## src/verilog/tss_pkg.sv

```systemverilog
// constants for the timestamp synchronisation selector
package tss_pkg;

  // ----------------------------------------------------------------
  // register byte offsets
  // ----------------------------------------------------------------
  localparam logic [7:0] REG_CTRL     = 8'h00;
  localparam logic [7:0] REG_HOST_SEC = 8'h04;
  localparam logic [7:0] REG_HOST_NS  = 8'h08;
  localparam logic [7:0] REG_THRESH   = 8'h0c;
  localparam logic [7:0] REG_TS_SEC   = 8'h10;
  localparam logic [7:0] REG_TS_NS    = 8'h14;
  localparam logic [7:0] REG_STATUS   = 8'h18;
  localparam logic [7:0] REG_TOTAL    = 8'h1c;
  localparam logic [7:0] REG_BAD      = 8'h20;
  localparam logic [7:0] REG_MISSED   = 8'h24;
  localparam logic [7:0] REG_PHASE    = 8'h28;

  // ----------------------------------------------------------------
  // control fields and command bits
  // ----------------------------------------------------------------
  localparam int CTRL_IN_LSB    = 0;
  localparam int CTRL_OUT_LSB   = 2;
  localparam int CMD_SET_BIT    = 8;
  localparam int CMD_RESET_BIT  = 9;
  localparam int CMD_HOST_BIT   = 10;
  localparam int CMD_CLEAR_BIT  = 11;

  // input and output selector encodings
  typedef enum logic [1:0] {
    TSS_IN_NONE = 2'h0,
    TSS_IN_DIFF = 2'h1,
    TSS_IN_HOST = 2'h2
  } tss_in_sel_t;

  typedef enum logic [1:0] {
    TSS_OUT_NONE   = 2'h0,
    TSS_OUT_PASS   = 2'h1,
    TSS_OUT_LOOP   = 2'h2,
    TSS_OUT_MASTER = 2'h3
  } tss_out_sel_t;

  // ----------------------------------------------------------------
  // reset values and timing
  // ----------------------------------------------------------------
  localparam tss_in_sel_t  IN_SEL_RST  = TSS_IN_DIFF;
  localparam tss_out_sel_t OUT_SEL_RST = TSS_OUT_NONE;
  localparam logic [31:0]  THRESH_RST_NS = 32'd596;
  localparam int           CLK_MHZ     = 125;
  localparam logic [31:0]  TICK_NS     = 32'(1000 / CLK_MHZ);
  localparam logic [31:0]  NS_PER_SEC  = 32'd1000000000;
  localparam logic [31:0]  HALF_SEC_NS = 32'd500000000;
  localparam logic [31:0]  MASTER_PULSE_NS = 32'd100000000;
  localparam int           MISS_MS     = 1500;
  localparam int           MISS_CYC    = MISS_MS * 1000 * CLK_MHZ;

endpackage

```

## src/verilog/tss_top.sv

```systemverilog
// timestamp clock with selectable second-pulse discipline and sync output
// ------------------------------------------------------------------
// ------------------------------------------------------------------
//
// The implementer's own choices: the register offsets and the AXI4-Lite interface to the registers.
`timescale 1ns/1ps

module tss_top #(
  parameter int MISS_CYC = tss_pkg::MISS_CYC
) (
  input  wire logic        clk_sys_i,
  input  wire logic        resetn_i,
  // axi4-lite slave
  input  wire logic [7:0]  s_axi_awaddr_i,
  input  wire logic        s_axi_awvalid_i,
  output wire logic        s_axi_awready_o,
  input  wire logic [31:0] s_axi_wdata_i,
  input  wire logic [3:0]  s_axi_wstrb_i,
  input  wire logic        s_axi_wvalid_i,
  output wire logic        s_axi_wready_o,
  output logic      [1:0]  s_axi_bresp_o,
  output logic             s_axi_bvalid_o,
  input  wire logic        s_axi_bready_i,
  input  wire logic [7:0]  s_axi_araddr_i,
  input  wire logic        s_axi_arvalid_i,
  output wire logic        s_axi_arready_o,
  output logic      [31:0] s_axi_rdata_o,
  output logic      [1:0]  s_axi_rresp_o,
  output logic             s_axi_rvalid_o,
  input  wire logic        s_axi_rready_i,
  // sync port circuit A
  input  wire logic        sync_in_a_p_i,
  input  wire logic        sync_in_a_n_i,
  output logic             sync_out_a_p_o,
  output logic             sync_out_a_n_o,
  output logic             sync_out_a_oe_o,
  // status
  output wire logic        synced_o
);

  // ----------------------------------------------------------------
  // registers and state
  // ----------------------------------------------------------------
  tss_pkg::tss_in_sel_t  in_sel;
  tss_pkg::tss_out_sel_t out_sel;
  logic [31:0] host_sec;
  logic [31:0] host_ns;
  logic [31:0] thresh;
  logic [31:0] ts_sec;
  logic [31:0] ts_ns;
  logic [31:0] cnt_total;
  logic [31:0] cnt_bad;
  logic [31:0] cnt_missed;
  logic [31:0] phase_err;
  logic        synced;
  logic [31:0] miss_cnt;
  logic [2:0]  sync_p;
  logic [2:0]  sync_n;
  logic        lvl_p;
  logic        lvl_n;
  logic        diff_lvl_q;
  logic        sel_lvl_q;
  logic        host_tick;
  logic        aw_full;
  logic        w_full;
  logic [7:0]  aw_addr;
  logic [31:0] w_data;
  logic [3:0]  w_strb;

  // ----------------------------------------------------------------
  // pin synchronisers and filter
  // ----------------------------------------------------------------
  // three stages; a level changes only once stages two and three agree
  always_ff @(posedge clk_sys_i or negedge resetn_i) begin
    if (!resetn_i) begin
      sync_p <= 3'h0;
      sync_n <= 3'h7;
      lvl_p  <= 1'b0;
      lvl_n  <= 1'b1;
    end else begin
      sync_p <= {sync_p[1:0], sync_in_a_p_i};
      sync_n <= {sync_n[1:0], sync_in_a_n_i};
      if (sync_p[1] == sync_p[2]) begin
        lvl_p <= sync_p[2];
      end
      if (sync_n[1] == sync_n[2]) begin
        lvl_n <= sync_n[2];
      end
    end
  end

  wire diff_lvl  = lvl_p & ~lvl_n;
  wire diff_rise = diff_lvl & ~diff_lvl_q;

  // ----------------------------------------------------------------
  // input selection
  // ----------------------------------------------------------------
  // choose the disciplining source
  wire sel_lvl = (in_sel == tss_pkg::TSS_IN_DIFF) ? diff_lvl :
                 (in_sel == tss_pkg::TSS_IN_HOST) ? host_tick : 1'b0;
  // host tick acts as the second mark
  wire sel_evt = (in_sel == tss_pkg::TSS_IN_DIFF) ? diff_rise :
                 (in_sel == tss_pkg::TSS_IN_HOST) ? host_tick : 1'b0;

  // phase error: ns past the second, or negative when just before it
  wire        late      = ts_ns < tss_pkg::HALF_SEC_NS;
  wire [31:0] err       = late ? ts_ns : ts_ns - tss_pkg::NS_PER_SEC;
  wire [31:0] err_abs   = late ? ts_ns : tss_pkg::NS_PER_SEC - ts_ns;
  wire        err_ok    = err_abs <= thresh;
  // a reserved selector code counts as no source at all
  wire        src_on    = (in_sel == tss_pkg::TSS_IN_DIFF) || (in_sel == tss_pkg::TSS_IN_HOST);
  wire        miss_hit  = src_on && (miss_cnt >= 32'(MISS_CYC - 1));

  // ----------------------------------------------------------------
  // bus write decode
  // ----------------------------------------------------------------
  wire do_wr    = aw_full & w_full & ~s_axi_bvalid_o;
  wire wr_ctrl  = do_wr && (aw_addr == tss_pkg::REG_CTRL);
  wire cmd_set  = wr_ctrl & w_strb[1] & w_data[tss_pkg::CMD_SET_BIT];
  wire cmd_rst  = wr_ctrl & w_strb[1] & w_data[tss_pkg::CMD_RESET_BIT];
  wire cmd_host = wr_ctrl & w_strb[1] & w_data[tss_pkg::CMD_HOST_BIT];
  wire cmd_clr  = wr_ctrl & w_strb[1] & w_data[tss_pkg::CMD_CLEAR_BIT];
  wire wr_known = (aw_addr == tss_pkg::REG_CTRL) || (aw_addr == tss_pkg::REG_HOST_SEC) ||
                  (aw_addr == tss_pkg::REG_HOST_NS) || (aw_addr == tss_pkg::REG_THRESH);
  wire [31:0] wmask = {{8{w_strb[3]}}, {8{w_strb[2]}}, {8{w_strb[1]}}, {8{w_strb[0]}}};

  function automatic logic [31:0] merge(input logic [31:0] old, input logic [31:0] nw,
                                        input logic [31:0] m);
    merge = (old & ~m) | (nw & m);
  endfunction

  // ----------------------------------------------------------------
  // configuration registers
  // ----------------------------------------------------------------
  // reset defaults: differential in, no out
  always_ff @(posedge clk_sys_i or negedge resetn_i) begin
    if (!resetn_i) begin
      in_sel    <= tss_pkg::IN_SEL_RST;
      out_sel   <= tss_pkg::OUT_SEL_RST;
      host_sec  <= 32'h0;
      host_ns   <= 32'h0;
      thresh    <= tss_pkg::THRESH_RST_NS;
      host_tick <= 1'b0;
    end else begin
      host_tick <= cmd_host;
      if (cmd_rst) begin
        in_sel  <= tss_pkg::IN_SEL_RST;
        out_sel <= tss_pkg::OUT_SEL_RST;
      end else if (wr_ctrl && w_strb[0]) begin
        in_sel  <= tss_pkg::tss_in_sel_t'(w_data[tss_pkg::CTRL_IN_LSB +: 2]);
        out_sel <= tss_pkg::tss_out_sel_t'(w_data[tss_pkg::CTRL_OUT_LSB +: 2]);
      end
      if (do_wr && aw_addr == tss_pkg::REG_HOST_SEC) begin
        host_sec <= merge(host_sec, w_data, wmask);
      end
      if (do_wr && aw_addr == tss_pkg::REG_HOST_NS) begin
        host_ns <= merge(host_ns, w_data, wmask);
      end
      if (do_wr && aw_addr == tss_pkg::REG_THRESH) begin
        thresh <= merge(thresh, w_data, wmask);
      end
    end
  end

  // ----------------------------------------------------------------
  // timestamp clock
  // ----------------------------------------------------------------
  always_ff @(posedge clk_sys_i or negedge resetn_i) begin
    if (!resetn_i) begin
      ts_sec <= 32'h0;
      ts_ns  <= 32'h0;
    end else if (cmd_set || cmd_rst) begin
      ts_sec <= host_sec;
      ts_ns  <= host_ns;
    end else if (sel_evt) begin
      // snap to the nearest second on every mark
      ts_ns  <= 32'h0;
      ts_sec <= late ? ts_sec : ts_sec + 32'h1;
    end else if (ts_ns + tss_pkg::TICK_NS >= tss_pkg::NS_PER_SEC) begin
      // free run from the local oscillator
      ts_ns  <= ts_ns + tss_pkg::TICK_NS - tss_pkg::NS_PER_SEC;
      ts_sec <= ts_sec + 32'h1;
    end else begin
      ts_ns  <= ts_ns + tss_pkg::TICK_NS;
    end
  end

  // ----------------------------------------------------------------
  // pulse statistics and health
  // ----------------------------------------------------------------
  // a mark in the clearing cycle is still counted
  always_ff @(posedge clk_sys_i or negedge resetn_i) begin
    if (!resetn_i) begin
      cnt_total  <= 32'h0;
      cnt_bad    <= 32'h0;
      cnt_missed <= 32'h0;
      phase_err  <= 32'h0;
      synced     <= 1'b0;
      miss_cnt   <= 32'h0;
    end else begin
      miss_cnt <= (sel_evt || miss_hit || !src_on) ? 32'h0 : miss_cnt + 32'h1;
      if (sel_evt) begin
        cnt_total <= cmd_clr ? 32'h1 : cnt_total + 32'h1;
        phase_err <= err;
        synced    <= err_ok;
      end else if (cmd_clr) begin
        cnt_total <= 32'h0;
      end
      if (sel_evt && !err_ok) begin
        cnt_bad <= cmd_clr ? 32'h1 : cnt_bad + 32'h1;
      end else if (cmd_clr) begin
        cnt_bad <= 32'h0;
      end
      if (miss_hit) begin
        cnt_missed <= cmd_clr ? 32'h1 : cnt_missed + 32'h1;
        synced     <= 1'b0;
      end else if (cmd_clr) begin
        cnt_missed <= 32'h0;
      end
      // setting time or dropping the source loses lock
      if (cmd_set || cmd_rst || !src_on) begin
        synced <= 1'b0;
      end
    end
  end

  assign synced_o = synced;

  // ----------------------------------------------------------------
  // sync output
  // ----------------------------------------------------------------
  // master pulse from the card's own second
  wire master_lvl = ts_ns < tss_pkg::MASTER_PULSE_NS;
  wire out_lvl = (out_sel == tss_pkg::TSS_OUT_PASS)   ? diff_lvl :
                 (out_sel == tss_pkg::TSS_OUT_LOOP)   ? sel_lvl :
                 (out_sel == tss_pkg::TSS_OUT_MASTER) ? master_lvl : 1'b0;

  // driven on outgoing circuit A; released when none
  always_ff @(posedge clk_sys_i or negedge resetn_i) begin
    if (!resetn_i) begin
      diff_lvl_q      <= 1'b0;
      sel_lvl_q       <= 1'b0;
      sync_out_a_p_o  <= 1'b0;
      sync_out_a_n_o  <= 1'b1;
      sync_out_a_oe_o <= 1'b0;
    end else begin
      diff_lvl_q      <= diff_lvl;
      sel_lvl_q       <= sel_lvl;
      sync_out_a_p_o  <= out_lvl;
      sync_out_a_n_o  <= ~out_lvl;
      // no drive when the output is off
      sync_out_a_oe_o <= (out_sel != tss_pkg::TSS_OUT_NONE);
    end
  end

  // ----------------------------------------------------------------
  // axi4-lite write channel
  // ----------------------------------------------------------------
  // address and data are taken independently, in either order
  assign s_axi_awready_o = ~aw_full;
  assign s_axi_wready_o  = ~w_full;

  always_ff @(posedge clk_sys_i or negedge resetn_i) begin
    if (!resetn_i) begin
      aw_full        <= 1'b0;
      w_full         <= 1'b0;
      aw_addr        <= 8'h0;
      w_data         <= 32'h0;
      w_strb         <= 4'h0;
      s_axi_bvalid_o <= 1'b0;
      s_axi_bresp_o  <= 2'h0;
    end else begin
      if (s_axi_awvalid_i && !aw_full) begin
        aw_full <= 1'b1;
        aw_addr <= {s_axi_awaddr_i[7:2], 2'h0};
      end
      if (s_axi_wvalid_i && !w_full) begin
        w_full <= 1'b1;
        w_data <= s_axi_wdata_i;
        w_strb <= s_axi_wstrb_i;
      end
      if (do_wr) begin
        s_axi_bvalid_o <= 1'b1;
        s_axi_bresp_o  <= wr_known ? 2'h0 : 2'h2;
      end else if (s_axi_bvalid_o && s_axi_bready_i) begin
        s_axi_bvalid_o <= 1'b0;
        aw_full        <= 1'b0;
        w_full         <= 1'b0;
      end
    end
  end

  // ----------------------------------------------------------------
  // axi4-lite read channel
  // ----------------------------------------------------------------
  wire [7:0] ra = {s_axi_araddr_i[7:2], 2'h0};
  wire [31:0] status_word = {31'h0, synced};
  wire [31:0] ctrl_word   = {28'h0, out_sel, in_sel};
  wire rd_known = (ra <= tss_pkg::REG_PHASE);
  wire [31:0] rd_mux =
      (ra == tss_pkg::REG_CTRL)     ? ctrl_word  :
      (ra == tss_pkg::REG_HOST_SEC) ? host_sec   :
      (ra == tss_pkg::REG_HOST_NS)  ? host_ns    :
      (ra == tss_pkg::REG_THRESH)   ? thresh     :
      (ra == tss_pkg::REG_TS_SEC)   ? ts_sec     :
      (ra == tss_pkg::REG_TS_NS)    ? ts_ns      :
      (ra == tss_pkg::REG_STATUS)   ? status_word :
      (ra == tss_pkg::REG_TOTAL)    ? cnt_total  :
      (ra == tss_pkg::REG_BAD)      ? cnt_bad    :
      (ra == tss_pkg::REG_MISSED)   ? cnt_missed :
      (ra == tss_pkg::REG_PHASE)    ? phase_err  : 32'h0;

  assign s_axi_arready_o = ~s_axi_rvalid_o;

  // one read at a time; arready drops while the answer waits
  always_ff @(posedge clk_sys_i or negedge resetn_i) begin
    if (!resetn_i) begin
      s_axi_rvalid_o <= 1'b0;
      s_axi_rdata_o  <= 32'h0;
      s_axi_rresp_o  <= 2'h0;
    end else if (s_axi_arvalid_i && !s_axi_rvalid_o) begin
      s_axi_rvalid_o <= 1'b1;
      s_axi_rdata_o  <= rd_known ? rd_mux : 32'h0;
      s_axi_rresp_o  <= rd_known ? 2'h0 : 2'h2;
    end else if (s_axi_rvalid_o && s_axi_rready_i) begin
      s_axi_rvalid_o <= 1'b0;
    end
  end

endmodule

```

## config.mk

```make
export PLATFORM = sky130hd
export DESIGN_NAME = tss_top
export DESIGN_NICKNAME = d
export VERILOG_FILES = /design/src/verilog/tss_pkg.sv /design/src/verilog/tss_top.sv
export SDC_FILE = /design/constraint.sdc
export NUM_CORES = 1
export LEC_CHECK = 0
export ABC_CLOCK_PERIOD_IN_PS = 10500
export BUFFER_PORTS_ARGS = -buffer_cell sky130_fd_sc_hd__clkbuf_2
export CAP_MARGIN = 20
export CELL_PAD_IN_SITES_DETAIL_PLACEMENT = 2
export CELL_PAD_IN_SITES_GLOBAL_PLACEMENT = 2
export CORE_MARGIN = 5
export CORE_UTILIZATION = 30
export DETAILED_ROUTE_END_ITERATION = 8
export PLACE_DENSITY_LB_ADDON = 0.08
export SETUP_SLACK_MARGIN = 0.15
export SLEW_MARGIN = 20
export SYNTH_ARGS = -nofsm -noshare
export SYNTH_HDL_FRONTEND = slang
export SYNTH_SLANG_ARGS = --single-unit
export TNS_END_PERCENT = 10
```

## constraint.sdc

```tcl
create_clock -name clk_sys_i -period 10.5 [get_ports clk_sys_i]
set_clock_uncertainty 0.05 [all_clocks]
set_input_delay 1.05 -clock clk_sys_i [delete_from_list [all_inputs] [get_ports clk_sys_i]]
set_output_delay 1.05 -clock clk_sys_i [all_outputs]
set_load 0.005 [all_outputs]
```

======== Yosys cells after proc, flatten, opt, wreduce, memory -nomap -nowiden ========
Cells that the tools add are included.
storage, ports and cells
  bits in registers ....................... 420
  bits of input ports ..................... 61
cells by class
  $add $sub $neg .......................... 9
  order comparisons ....................... 6
  equal/unequal tests ..................... 21
  mux-type cells .......................... 54
  bitwise logic cells ..................... 24
  reductions and logical operators ........ 37
operators by type and width
  kind                                                                 number
  2-to-1 mux 32 bit                                                    29
  adder 32 x 1 -> 32 bit, second input constant                        5
  bitwise AND 32 bit                                                   4
  OR 32 bit                                                            3
  subtractor 32 x 30 -> 32 bit, second input constant                  2
  adder 32 x 4 -> 32 bit, second input constant                        1
  greater-or-equal comparator 32 x 28 -> 1 bit, second input constant  1
  greater-or-equal comparator 32 x 30 -> 1 bit, second input constant  1
  less-or-equal comparator 32 bit                                      1
  < comparator 32 x 27 -> 1 bit, second input constant                 1
  < comparator 32 x 29 -> 1 bit, second input constant                 1
  inverter 32 bit                                                      1
  subtractor 30 x 32 -> 32 bit, first input constant                   1
  equality test 6 x 2 -> 1 bit, second input constant                  4
  equality test 6 x 3 -> 1 bit, second input constant                  4
  2-to-1 mux 1 bit                                                     19
  equality test 6 x 4 -> 1 bit, second input constant                  3
  zero test 8 bit                                                      2
  nonzero test 2 bit                                                   7
  equality test 6 x 1 -> 1 bit, second input constant                  2
  logical AND 1 bit                                                    12
  2-to-1 mux 2 bit                                                     6
  bitwise AND 1 bit                                                    9
  less-or-equal comparator 8 x 6 -> 1 bit, second input constant       1
  other kinds (9)                                                      31

======== Logic depth before layout (Yosys ltp) ========
  depth in word-level cells ............... 13
  depth in mapped cells ................... 24

======== Worst setup path after synthesis ========
No wires, ideal clock.
  path type ............................... flip-flop to flip-flop
  start ................................... reg ts_ns[3]
  end ..................................... reg cnt_bad[25]
  library setup time ...................... 0.140 ns
  arrival ................................. 4.718 ns
  data required time ...................... 10.310 ns
  slack ................................... 5.592 ns
  cell stages (with the launch flop) ...... 23
  path buffers ............................ 2
  clock period less this slack ............ 4.908 ns
  cell sequence ........................... dfrtp_1 inv_1 ha_1 nor4b_1 a41oi_1 a21boi_0 o21bai_1 a21oi_1 o21ai_0 and2_1 nor2_1 o21ai_0 xor2_1 ha_1 nand4_1 nor4_1 o21ai_0 a221oi_1 clkbuf_1 nand2_1 clkbuf_1 o311ai_0 o41ai_1
on the way
  cells in the longest elaborated chain, start to end .. 6
  elaborated cells between the ends (all ways) .. 8
  those cells by class .................... add/sub: 1; order compare: 2; mux: 2; reduce/logical: 3
RTL lines
  item                                                                                  line                            RTL
  start: declaration                                                                    tss_top.sv:50                   logic [31:0] ts_ns;
  start signal: assignment                                                              tss_top.sv:174                  ts_ns <= host_ns;
  start signal: assignment                                                              tss_top.sv:181                  ts_ns <= ts_ns + tss_pkg::TICK_NS - tss_pkg::NS_PER_SEC;
  start signal: assignment                                                              tss_top.sv:184                  ts_ns <= ts_ns + tss_pkg::TICK_NS;
  subtractor 30 x 32 -> 32 bit / < comparator 32 x 29 -> 1 bit (equally long branches)  tss_top.sv:108, tss_top.sv:106
  2-to-1 mux 32 bit (*)                                                                 tss_top.sv:108                  wire [31:0] err_abs = late ? ts_ns : tss_pkg::NS_PER_SEC - ts_ns;
  less-or-equal comparator 32 bit (*)                                                   tss_top.sv:109                  wire err_ok = err_abs <= thresh;
  zero test 1 bit (*)                                                                   tss_top.sv:209                  if (sel_evt && !err_ok) begin
  logical AND 1 bit (*)                                                                 tss_top.sv:209
  2-to-1 mux 32 bit / nonzero test 2 bit (equally long branches)                        -
  end signal: assignment                                                                tss_top.sv:210                  cnt_bad <= cmd_clr ? 32'h1 : cnt_bad + 32'h1;
  end: declaration                                                                      tss_top.sv:52                   logic [31:0] cnt_bad;
Mark *: on every way between the ends. The rest lies on a longest branch, timed or not.
A chain may end at the register's enable or synchronous reset.

======== Final worst setup path ========
  start ................................... reg ts_ns[3]
  end ..................................... reg cnt_bad[14]
Same word-level chain as after synthesis.

==> out/summary.txt <==
Crit path launch type: flop
WP buf/inv: 2
Seq cells post-synth: 418
Detailed Route WL: 93800 um
H-tree depth: 2
Slowest cell on crit path: nor4_1
Max Cap Viol: 0
Pleak: 0.0115 uW
Vias in the first global route: 21687
Routability cong.: 0.843
Share of layout cells above drive strength 1: 0.161
Top_reg_cell synth: dfrtp_1
Via Count: 19482
RSZ-0062 raised after global routing: no
Syn. warnings: 0
PD cells: 255 mW/mm^2
DR DRC count: 0
Hold slack: 0.297 ns
Most area-hungry cell type in the Yosys netlist: dfrtp_1
Clock Path Buffers: 3
Fin nets: 2625
CTS root buf: clkbuf_16
Port Buffers: 99
Global Route Usage Sum: 0.222
# Post-CTS Setup Buffers: 0
Commonest cells post-synth: dfrtp_1, nor2_1, nand2_1
Number of CTS-inserted buffers: 53
Seq/Total Area, Yosys: 0.449
Global route hottest layer: met2
Sw frac: 0.399
Post-synth top area share: 0.438
Core area: 0.0773 mm^2
CTS tree: built
Least-Margin Pin Slew: 1.09 ns
Max IR drop VDD: 0.120 mV
Global route overflow: 0
Worst-path clk slew: 0.06 ns
Via density: 5.41
Top-count cell post-synth: dfrtp_1
Cell Rows: 102
P_sw: 2730 uW
Post-route antenna net violation count: 0
CP delay by family, top: simple AND/OR/NAND/NOR gates
Initial antenna violation count: 4
Die height: 289 um
Fmax: 142 MHz
Grt met1 use: 0.305
Top cells by area, synth: dfrtp_1, mux2_2, xnor2_1, nor2_1, nand2_1
Final Hold Viols: 0
CP Class: flop to flop
Status: complete, no violations
Number of synthesized flops with an enable pin: 0
Post-Syn Area per Cell: 9.48 um^2
CTS sink count: 418
Initial Utilization: 0.302
Total negative slack: 0 ns
Synth cell types: 75
Post-cts resize count: 0
Iter 0 DRT Violations: 996
IO Pins: 106
Setup violators final: 0
DR WL/cell: 26.0 um
Worst path max stage delay: 0.81 ns
Internal Power: 4110 uW
First-pass GRT wire length: 141000 um
Crit Path Max Fanout: 12
Hold WC Path Type: flop to flop
Gate power share: 0.342
DRT Pass-1 Iters: 5
Pin count of the biggest net entering global routing: 99
Reg-to-reg slack, setup: 3.46 ns
WP data required: 10.98 ns
Total die area: 0.0834 mm^2
Asr flop ratio synth: 1.00
Final min period: 7.04 ns
Met3 usage: 0.0345
Area Overhead vs Synth: 14.9%
Syn Inst Count: 2462
Hold-fix buffers, CTS: 0
GR Util met2: 0.368
Worst Setup End Kind: flop
Cell mode on critical path: o21ai_0
Synth Cell Area: 0.0233 mm^2
Final HPWL DP: 65700 um
Slew HR: 0.266
Worst-path cell chain: inv_1, ha_1, nor4b_1, a41oi_1, a21boi_0, o21bai_1, a21oi_1, o21ai_0, and2_1, nor2_1, o21ai_0, xor2_1, ha_1, nand4_1, nor4_1, o21ai_0, a221oi_2, buf_4, nand4_1, or3_1, a21oi_1
Width of the die: 289 um
Fin crit share: 0.671
Skew-Pair Late Insertion Delay: 0.64 ns
Sequential Area: 0.0105 mm^2
Seq pwr share: 0.377
Part of the power in the clock network: 0.282
Slew Limit Fails: 0
Number of fill cells in the layout: 8629
Area of the multi-input gates: 0.0121 mm^2
Data arrival, critical path: 7.53 ns
==> final timing paths <==
check	cells after the start	start	endpoint
setup / recovery	21	ts_ns[3]	cnt_bad[14]
hold / removal	0	sync_p[0]	sync_p[1]
setup reg to reg	21	ts_ns[3]	cnt_bad[14]
min in group asynchronous	1	resetn_i	s_axi_rdata_o[12]
max in group asynchronous	3	resetn_i	cnt_missed[0]
hold reg to reg	0	sync_p[0]	sync_p[1]
==> cells in the final DEF, fill, tap and decap left out, types with 29 or more instances in the layout <==
cell type and n:
nand2_1 248, mux2i_1 68, o21ai_0 120, nor3_1 43, inv_1 76, buf_4 37, or3_1 36, nor2_1 252
a21oi_1 152, ha_1 49, nand3_1 81, a221o_1 29, dfrtp_1 408, nand4_1 39, a22o_1 32, clkbuf_2 97
clkbuf_16 53, mux2_2 140, xnor2_1 121, and3_1 41, xor2_1 90
==> cell families after synthesis <==
logic type / after synthesis / share of synthesized area
mux: 208 / 0.0968
flops: 418 / 0.449
xor+xnor: 211 / 0.0792
simple gates: 863 / 0.176
buf+inv: 220 / 0.0363
other cells: 1 / 0.000161
fa+ha+maj: 51 / 0.0271
compound gates: 490 / 0.135
==> worst reg2reg max path, cell delays in order, from the launching register on <==
cell and delay [ns]:
dfrtp_1 0.49, inv_1 0.20, ha_1 0.16, nor4b_1 0.60, a41oi_1 0.42, a21boi_0 0.29, o21bai_1 0.19, a21oi_1 0.37
o21ai_0 0.24, and2_1 0.20, nor2_1 0.19, o21ai_0 0.15, xor2_1 0.17, ha_1 0.32, nand4_1 0.17, nor4_1 0.81
o21ai_0 0.26, a221oi_2 0.31, buf_4 0.27, nand4_1 0.45, or3_1 0.48, a21oi_1 0.15
==> power groups by stage <==
stage | combinational, uW | clock (uW) | sequential [uW]
final | 2340 | 1930 | 2570
after detailed placement | 2330 | 0 | 2600
after global placement | 2230 | 0 | 2580
after CTS | 2360 | 1990 | 2570
after global routing | 2580 | 2060 | 2630
after floorplan | 1770 | 0 | 2230
==> metal layers <==
layer  vias up  wire length (um)
met4         0              2240
met1     10225             43600
met2       327             44300
met3        98              3570
li1       8832                 -
met5         -                 0
==> final cells by class <==
class,instances,share of cell area
Multi-Input combinational cell,1829,0.452
Sequential cell,418,0.391
Clock buffer,72,0.0566
Tap cell,1040,0.0485
Timing Repair Buffer,136,0.0301
Clock inverter,26,0.0115
Inverter,77,0.0108
Antenna cell,3,0.000280
==> per-stage QoR <==
| stage | power, uW | utilization | setup slack [ns] | instance area (um^2) | cells |
|---|---|---|---|---|---|
| 2_1_floorplan | 4000 | - | 5.59 | 23300 | 2467 |
| 3_3_place_gp | 4800 | 0.322 | 3.62 | 24900 | 3499 |
| 3_5_place_dp | 4930 | 0.322 | 3.45 | 24900 | 3499 |
| 4_1_cts | 6910 | 0.346 | 3.37 | 26800 | 3597 |
| 5_1_grt | 7270 | 0.347 | 2.98 | 26800 | 3598 |
| 6_report | 6840 | 0.347 | 3.46 | 26800 | 3601 |
Power figures use the tool's default switching activity.
